--- src/logic/mps_pkg.sv ---
// constants and types shared by the microprogram sequencer
package mps_pkg;

    // ************************************************************
    // address layout
    // ************************************************************
    localparam int ADDR_W   = 9;
    localparam int ROW_W    = 5;
    localparam int COL_W    = 4;
    localparam int COL_LSB  = 0;
    localparam int ROW_LSB  = 4;
    localparam int CTRL_W   = 7;
    localparam logic [ADDR_W-1:0] ADDR_RESET = 9'h000;
    localparam logic [3:0]        ISE_COL    = 4'hf;

    // ************************************************************
    // bus register map
    // ************************************************************
    localparam int BUS_AW = 4;
    localparam logic [BUS_AW-1:0] REG_CONTROL = 4'h0;
    localparam logic [BUS_AW-1:0] REG_STATUS  = 4'h4;
    localparam int CTRL_RUN_BIT   = 0;
    localparam logic CTRL_RUN_RESET = 1'b1;
    localparam int STS_CARRY_BIT  = 9;
    localparam int STS_ZERO_BIT   = 10;
    localparam int STS_SAMPLE_BIT = 11;
    localparam int STS_LATCH_LSB  = 12;

    // ************************************************************
    // jump functions and flag functions
    // ************************************************************
    typedef enum logic [3:0] {
        JUMP_IN_COLUMN         = 4'h0,
        JUMP_ROW_ZERO          = 4'h1,
        JUMP_IN_ROW            = 4'h2,
        JUMP_GROUP_DRIVE_LATCH = 4'h3,
        JUMP_TEST_SAMPLE       = 4'h4,
        JUMP_TEST_CARRY        = 4'h5,
        JUMP_TEST_ZERO         = 4'h6,
        JUMP_TEST_LATCH_ALL    = 4'h7,
        JUMP_TEST_LATCH_HI     = 4'h8,
        JUMP_TEST_LATCH_LO     = 4'h9,
        JUMP_TEST_PRIMARY      = 4'ha
    } mps_jump_t;

    typedef enum logic [1:0] {
        FLAGS_BOTH_LOAD = 2'h0,
        ZERO_FLAG_LOAD  = 2'h1,
        CARRY_FLAG_LOAD = 2'h2,
        FLAGS_HOLD      = 2'h3
    } mps_flag_in_t;

    typedef enum logic [1:0] {
        FLAGOUT_CONST_LOW  = 2'h0,
        FLAGOUT_CARRY      = 2'h1,
        FLAGOUT_ZERO_FLAG  = 2'h2,
        FLAGOUT_CONST_HIGH = 2'h3
    } mps_flag_out_t;

    typedef struct packed {
        logic [ROW_W-1:0] row;
        logic [COL_W-1:0] col;
    } mps_addr_t;

    typedef struct packed {
        mps_flag_out_t outSel;
        mps_flag_in_t  inSel;
    } mps_flag_ctrl_t;

endpackage

--- src/logic/mps_sequencer.sv ---
// microprogram sequencer: next address, program latch, flags, bus slave
//
// Implementation choices: the register offsets and the Avalon-MM slave port.
`timescale 1ns/1ps

// Function
// - next address comes from the held address plus control bits, stored at the edge.
// - two to five control bits pick the function, the rest give row or column.
// - jump in column keeps the column, row from control bits 0 to 4.
// - jump to row zero forces row zero, column from control bits 0 to 3.
// - jump in row keeps the row, column from control bits 0 to 3.
// - group jump keeps column and row bits 7-8, sets low rows, enables latch outputs.
// - zero test acts like the carry test but uses the zero flag.
// - sample test picks column 2/3 or 10/11 by address bit 3.
// - latch-all test picks a row in the group, latch forms the column.
// - upper-latch test uses latch bits 2-3 for columns 4 to 7.
// - lower-latch test picks a high row, latch bits 0-1 give columns 12 to 15.
// - primary test picks one of four rows, primary bus forms the column.
// - primary test captures the secondary bus into the program latch.
// - flag input is sampled and loaded into the selected flags at the same edge.
// - flag input functions load both, zero only, carry only or neither.
// - flag output is constant 0, carry, zero or constant 1.
// - load puts primary bus in bits 0-3, secondary in 4-7, clears bit 8.
// - interrupt strobe enable is high for jump to row zero, column 15.
// - row override releases the row lines and leaves the address register alone.
// - load overrides jumps but not latch drive, capture, strobe or flags.
// - output enable drives address, latch and flag outputs, else released.
// - the address is a five-bit row over a four-bit column.
module mps_sequencer
    import mps_pkg::*;
(
    // clock and reset
    input  wire logic                 sys_clk,
    input  wire logic                 reset_n,
    input  wire logic                 clkEn,
    // microinstruction control
    input  wire logic [CTRL_W-1:0]    nextAddrCtrl,
    input  wire mps_flag_ctrl_t       flagCtrl,
    input  wire logic                 loadOverride,
    input  wire logic [3:0]           primaryInstrBus,
    input  wire logic [3:0]           secondaryInstrBus,
    input  wire logic                 flagIn,
    // output enables
    input  wire logic                 outEn,
    input  wire logic                 rowOverride_n,
    // microprogram address and side outputs
    output mps_addr_t                 microAddr,
    output logic                      microColOe,
    output logic                      microRowOe,
    output logic [2:0]                programLatchOut,
    output logic                      programLatchOe,
    output logic                      flagOut,
    output logic                      flagOutOe,
    output logic                      interruptStrobeEn,
    // avalon-mm slave
    input  wire logic [BUS_AW-1:0]    avs_address,
    input  wire logic                 avs_read,
    input  wire logic                 avs_write,
    input  wire logic [31:0]          avs_writedata,
    output logic [31:0]               avs_readdata,
    output logic                      avs_waitrequest
);

    // ************************************************************
    // state
    // ************************************************************
    mps_addr_t  addr_ff;
    mps_addr_t  nxt_addr;
    logic [3:0] latch_ff;
    logic       carry_ff;
    logic       zero_ff;
    logic       sample_ff;
    logic       run_ff;
    logic       ack_ff;
    logic [31:0] rdata_ff;
    mps_jump_t  jumpSel;
    logic [4:0] d;
    logic [4:0] m;
    logic       busReq;
    logic       busTake;

    assign d = nextAddrCtrl[4:0];
    assign m = addr_ff.row;

    // ************************************************************
    // function decode
    // ************************************************************
    function automatic mps_jump_t decodeJump(input logic [CTRL_W-1:0] ac);
        if (ac[6:5] == 2'b00)
            return JUMP_IN_COLUMN;
        else if (ac[6:4] == 3'b010)
            return JUMP_ROW_ZERO;
        else if (ac[6:4] == 3'b011)
            return JUMP_IN_ROW;
        else if (ac[6:4] == 3'b100)
            return JUMP_TEST_SAMPLE;
        else if (ac[6:3] == 4'b1010)
            return JUMP_TEST_CARRY;
        else if (ac[6:3] == 4'b1011)
            return JUMP_TEST_ZERO;
        else if (ac[6:3] == 4'b1100)
            return JUMP_TEST_LATCH_ALL;
        else if (ac[6:3] == 4'b1101)
            return JUMP_TEST_LATCH_HI;
        else if (ac[6:3] == 4'b1110)
            return JUMP_GROUP_DRIVE_LATCH;
        else if (ac[6:2] == 5'b11110)
            return JUMP_TEST_PRIMARY;
        else
            return JUMP_TEST_LATCH_LO;
    endfunction

    assign jumpSel = decodeJump(nextAddrCtrl);

    // ************************************************************
    // next address
    // ************************************************************
    always_comb begin
        nxt_addr = addr_ff;
        case (jumpSel)
            JUMP_IN_COLUMN: begin
                nxt_addr.row = d;
            end
            JUMP_ROW_ZERO: begin
                nxt_addr.row = 5'h00;
                nxt_addr.col = d[3:0];
            end
            JUMP_IN_ROW: begin
                nxt_addr.col = d[3:0];
            end
            JUMP_GROUP_DRIVE_LATCH: begin
                nxt_addr.row = {m[4:3], d[2:0]};
            end
            JUMP_TEST_SAMPLE: begin
                nxt_addr.row = {m[4], d[3:0]};
                nxt_addr.col = {addr_ff.col[3], 2'b01, sample_ff};
            end
            JUMP_TEST_CARRY: begin
                nxt_addr.row = {m[4:3], d[2:0]};
                nxt_addr.col = {addr_ff.col[3], 2'b01, carry_ff};
            end
            JUMP_TEST_ZERO: begin
                nxt_addr.row = {m[4:3], d[2:0]};
                nxt_addr.col = {addr_ff.col[3], 2'b01, zero_ff};
            end
            JUMP_TEST_LATCH_ALL: begin
                nxt_addr.row = {m[4:3], d[2:0]};
                nxt_addr.col = latch_ff;
            end
            JUMP_TEST_LATCH_HI: begin
                nxt_addr.row = {m[4:3], d[2:0]};
                nxt_addr.col = {2'b01, latch_ff[3:2]};
            end
            JUMP_TEST_LATCH_LO: begin
                nxt_addr.row = {m[4:3], 1'b1, d[1:0]};
                nxt_addr.col = {2'b11, latch_ff[1:0]};
            end
            JUMP_TEST_PRIMARY: begin
                nxt_addr.row = {m[4:2], d[1:0]};
                nxt_addr.col = primaryInstrBus;
            end
            default: begin
                nxt_addr = addr_ff;
            end
        endcase
        if (loadOverride)
            nxt_addr = {1'b0, secondaryInstrBus, primaryInstrBus};
    end

    // the register holds its own row whatever an interrupt unit drives outside
    always_ff @(posedge sys_clk or negedge reset_n) begin
        if (!reset_n)
            addr_ff <= ADDR_RESET;
        else if (clkEn && run_ff)
            addr_ff <= nxt_addr;
    end

    // ************************************************************
    // program latch
    // ************************************************************
    // capture is not gated by load, so a load cycle can still fill the latch
    always_ff @(posedge sys_clk or negedge reset_n) begin
        if (!reset_n)
            latch_ff <= 4'h0;
        else if (clkEn && run_ff && jumpSel == JUMP_TEST_PRIMARY)
            latch_ff <= secondaryInstrBus;
    end

    // ************************************************************
    // flags
    // ************************************************************
    always_ff @(posedge sys_clk or negedge reset_n) begin
        if (!reset_n)
            sample_ff <= 1'b0;
        else if (clkEn)
            sample_ff <= flagIn;
    end

    // flags take the value sampled during the low phase, i.e. at this edge
    always_ff @(posedge sys_clk or negedge reset_n) begin
        if (!reset_n) begin
            carry_ff <= 1'b0;
            zero_ff  <= 1'b0;
        end else if (clkEn && run_ff) begin
            if (flagCtrl.inSel == FLAGS_BOTH_LOAD || flagCtrl.inSel == CARRY_FLAG_LOAD)
                carry_ff <= flagIn;
            if (flagCtrl.inSel == FLAGS_BOTH_LOAD || flagCtrl.inSel == ZERO_FLAG_LOAD)
                zero_ff <= flagIn;
        end
    end

    always_comb begin
        case (flagCtrl.outSel)
            FLAGOUT_CONST_LOW:  flagOut = 1'b0;
            FLAGOUT_CARRY:      flagOut = carry_ff;
            FLAGOUT_ZERO_FLAG:  flagOut = zero_ff;
            default:            flagOut = 1'b1;
        endcase
    end

    // ************************************************************
    // pins
    // ************************************************************
    assign microAddr         = addr_ff;
    assign microColOe        = outEn;
    assign microRowOe        = outEn & rowOverride_n;
    assign flagOutOe         = outEn;
    assign programLatchOut   = latch_ff[2:0];
    assign programLatchOe    = outEn && jumpSel == JUMP_GROUP_DRIVE_LATCH;
    assign interruptStrobeEn = jumpSel == JUMP_ROW_ZERO && d[3:0] == ISE_COL;

    // ************************************************************
    // bus slave
    // ************************************************************
    // one wait cycle per access keeps read data registered
    assign busReq          = avs_read | avs_write;
    assign busTake         = busReq & ack_ff;
    assign avs_waitrequest = busReq & ~ack_ff;
    assign avs_readdata    = rdata_ff;

    always_ff @(posedge sys_clk or negedge reset_n) begin
        if (!reset_n)
            ack_ff <= 1'b0;
        else if (clkEn)
            ack_ff <= busReq & ~ack_ff;
    end

    always_ff @(posedge sys_clk or negedge reset_n) begin
        if (!reset_n)
            rdata_ff <= 32'h0;
        else if (clkEn && avs_read && !ack_ff) begin
            rdata_ff <= 32'h0;
            if (avs_address == REG_CONTROL)
                rdata_ff[CTRL_RUN_BIT] <= run_ff;
            else if (avs_address == REG_STATUS) begin
                rdata_ff[ADDR_W-1:0]           <= addr_ff;
                rdata_ff[STS_CARRY_BIT]        <= carry_ff;
                rdata_ff[STS_ZERO_BIT]         <= zero_ff;
                rdata_ff[STS_SAMPLE_BIT]       <= sample_ff;
                rdata_ff[STS_LATCH_LSB +: 4]   <= latch_ff;
            end
        end
    end

    always_ff @(posedge sys_clk or negedge reset_n) begin
        if (!reset_n)
            run_ff <= CTRL_RUN_RESET;
        else if (clkEn && busTake && avs_write && avs_address == REG_CONTROL)
            run_ff <= avs_writedata[CTRL_RUN_BIT];
    end

endmodule // mps_sequencer

--- config.mk ---
export PLATFORM = sky130hd
export DESIGN_NAME = mps_sequencer
export DESIGN_NICKNAME = d
export VERILOG_FILES = /design/src/logic/mps_pkg.sv /design/src/logic/mps_sequencer.sv
export SDC_FILE = /design/constraint.sdc
export NUM_CORES = 1
export LEC_CHECK = 0
export BUFFER_PORTS_ARGS = -buffer_cell sky130_fd_sc_hd__buf_4
export CORE_MARGIN = 4
export CORE_UTILIZATION = 47
export CTS_CLUSTER_SIZE = 8
export DETAILED_ROUTE_END_ITERATION = 7
export PLACE_DENSITY = 0.86
export SETUP_SLACK_MARGIN = 0.15
export SYNTH_ARGS = -nofsm -noshare
export SYNTH_HDL_FRONTEND = slang
export SYNTH_SLANG_ARGS = --single-unit
--- constraint.sdc ---
create_clock -name sys_clk -period 2.2 [get_ports sys_clk]
set_input_delay 0.44 -clock sys_clk [delete_from_list [all_inputs] [get_ports sys_clk]]
set_output_delay 0.44 -clock sys_clk [all_outputs]
set_load 0.02 [all_outputs]
==> flow_summary.json <==
{
  "wl_met1_um": 2120,
  "wl_met2_um": 2500,
  "cellPowerDensity_nw_per_um2": 819,
  "worstHoldPathType": "in2async",
  "synth_area_um2": 1920,
  "dr_wl_met3_um": 370,
  "numPortBuffers": 67,
  "async_flop_share": 1.00,
  "critical_path_class": "in2out",
  "grt_usage": 0.203,
  "wl_per_cell_um": 16.6,
  "cts_inserted_buffers": 5,
  "worst_clock_skew_ns": 0.00743,
  "grt_max_degree": 35,
  "routed.top_layer": "met4",
  "drtPass1Iterations": 4,
  "syn_inst": 196,
  "antenna_found_initial": 0,
  "fin_util": 0.640,
  "clkTransAtPathRegs_ns": 0.07,
  "setup_tns_ns": 0,
  "drt_iter0_drc": 123,
  "io-pin-count": 115,
  "synth_top_area_share": 0.429,
  "avgSynthCellArea_um2": 9.81,
  "die-area_um2": 5180,
  "regArea_um2": 852,
  "ctsHtreeMaxLevel": 2,
  "required_ns": 1.76,
  "crit_fanout": 13,
  "fill_cells": 338,
  "grt_pass1_vias": 1735,
  "dpl.cell_count": 297,
  "yosysUniqueCellTypes": 43,
  "drtAntennaViolNets": 0,
  "outcome": "finished clean",
  "cts_tree": "built",
  "finalCritPeriodShare": 0.803,
  "die_w_um": 72.0,
  "setup_viol": 0,
  "clock_sinks": 34,
  "hold_viol_final": 0,
  "period_needed_ns": 1.77,
  "ys_seq_elements": 34,
  "ys_seq_area_frac": 0.443,
  "endpoint_kind": "output pin",
  "leakagePower_nw": 1.23,
  "postCtsResizedCells": 0,
  "rows": 22,
  "grt_overflow": 0,
  "clk_latency_ns": 0.28,
  "area_growth_pct": 26.5,
  "die_h_um": 72.0,
  "nets": 320,
  "synthTopCellsByArea": "dfrtp_1 43%, buf_4 8.6%, a22o_1 6.8%",
  "place.gp.congestion": 0.905,
  "peakVddDrop_v": 0.000293,
  "drive_above_1_share": 0.366,
  "diodes": 0,
  "root_buffer": "clkbuf_8",
  "yosys.area.top_type": "dfrtp_1",
  "dp_hpwl_um": 3840,
  "finalMaxSlewViolations": 0,
  "vias": 1714,
  "cts_setup_buffers": 0,
  "multiInputGateArea_um2": 877,
  "arrival_ns": 1.33,
  "ys_warn_count": 0,
  "synthFlopType": "dfrtp_1",
  "clockBufferDepth": 2,
  "critPathLaunchType": "primary input",
  "rsz0062_at_grt": "false",
  "cap_violations": 0,
  "timing.fmax_ghz": 0.566,
  "hold_buffers": 0,
  "initial_core_util": 0.506,
  "final_cells": 305,
  "viasPerCell": 5.62,
  "grt_pass1_wl_um": 8290,
  "coreArea_um2": 3800,
  "stdcell_area_um2": 2430,
  "synth_edf_count": 0,
  "totalWireLength_um": 5060,
  "placement.cell_area_um2": 2340,
  "drc": 0,
  "hold_ws_ns": 0.0954
}
==> metrics by stage <==
| stage | setup WS (ns) | power (mW) |
|---|---|---|
| final | 0.434 | 1.99 |
| after global routing | 0.315 | 2.11 |
| after CTS | 0.425 | 2.00 |
| after detailed placement | 0.438 | 1.54 |
| after global placement | 0.442 | 1.51 |
| after floorplan | 0.346 | 1.25 |
==> routing by layer <==
| layer | vias to the layer above | track usage |
|---|---|---|
| met4 | 0 | 0.0605 |
| met5 | - | 0 |
| met3 | 9 | 0.0443 |
| met1 | 829 | 0.263 |
| li1 | 800 | - |
| met2 | 76 | 0.341 |
==> worst paths after layout <==
kind	cells after the start	from	endpoint	slack (ns)
max in group asynchronous	1	reset_n	run_ff	1.78
min in group sys_clk	2	avs_writedata[0]	run_ff	0.40
setup reg to reg	4	run_ff	m[1]	0.79
setup / recovery	4	nextAddrCtrl[5]	interruptStrobeEn	0.43
hold reg to reg	2	avs_readdata[0]	avs_readdata[0]	0.50
hold / removal	1	reset_n	microAddr[0]	0.1
==> sequential cells by signal (all words and copies together) (netlist names) <==
name          cells
latch_ff          4
m                 5
carry_ff          1
avs_readdata     16
microAddr         4
zero_ff           1
ack_ff            1
sample_ff         1
run_ff            1
==> worst max-delay path: stages <==
cell and delay [ns]:
buf_4 0.16, inv_1 0.17, nor4_1 0.34, buf_4 0.21
==> cells by family (layout without fill, tap and decap cells) <==
kind of cell,Yosys count,after routing,share of synthesized area
DFF,34,34,0.443
and+or+nand+nor,47,47,0.126
buffers and inverters,39,85,0.130
other,1,16,0.00195
muxes,11,11,0.0644
AOI/OAI and AO/OA,64,64,0.235
==> cell usage in the layout (no fill, tap or decap), types with 2 or more instances in the layout <==
| master | instances |
|---|---|
| a22o_1 | 15 |
| and2_1 | 3 |
| o211ai_1 | 3 |
| nor3_1 | 3 |
| and3_1 | 5 |
| a22oi_1 | 3 |
| buf_4 | 69 |
| a31oi_1 | 2 |
| o31ai_1 | 2 |
| nor2_1 | 13 |
| nand2_1 | 10 |
| nand2b_1 | 2 |
| o21ai_0 | 9 |
| clkbuf_8 | 6 |
| inv_1 | 8 |
| dfrtp_1 | 33 |
| mux2_2 | 11 |
| conb_1 | 16 |
| o21ai_1 | 3 |
| a21oi_1 | 14 |
| nor2b_1 | 4 |
| nand4_1 | 2 |
==> layout make-up <==
cell class	count	area share
Sequential cell	34	0.350
Multi-Input combinational cell	138	0.361
Clock buffer	6	0.0340
Clock inverter	2	0.00514
Tap cell	48	0.0247
Inverter	8	0.0123
Timing Repair Buffer	69	0.213
==> Yosys cell counts, types with 2 or more instances <==
library cell,n
nor2b_1,4
o21ai_0,9
dfrtp_1,33
buf_4,22
and3_1,5
buf_6,2
mux2_2,11
and2_1,3
buf_2,5
clkbuf_1,2
o31ai_1,2
nor2_1,13
a22o_1,15
a21oi_1,14
a31oi_1,2
o21ai_1,3
inv_1,8
nand4_1,2
a22oi_1,3
nand2_1,10
o211ai_1,3
nor3_1,3
nand2b_1,2
==> power by group <==
group	internal [mW]	switching (mW)	total, mW
clock network	0.251	0.217	0.468
logic	0.290	0.368	0.658
registers	0.752	0.113	0.865
No activity file was read; power rests on OpenSTA's default activity.
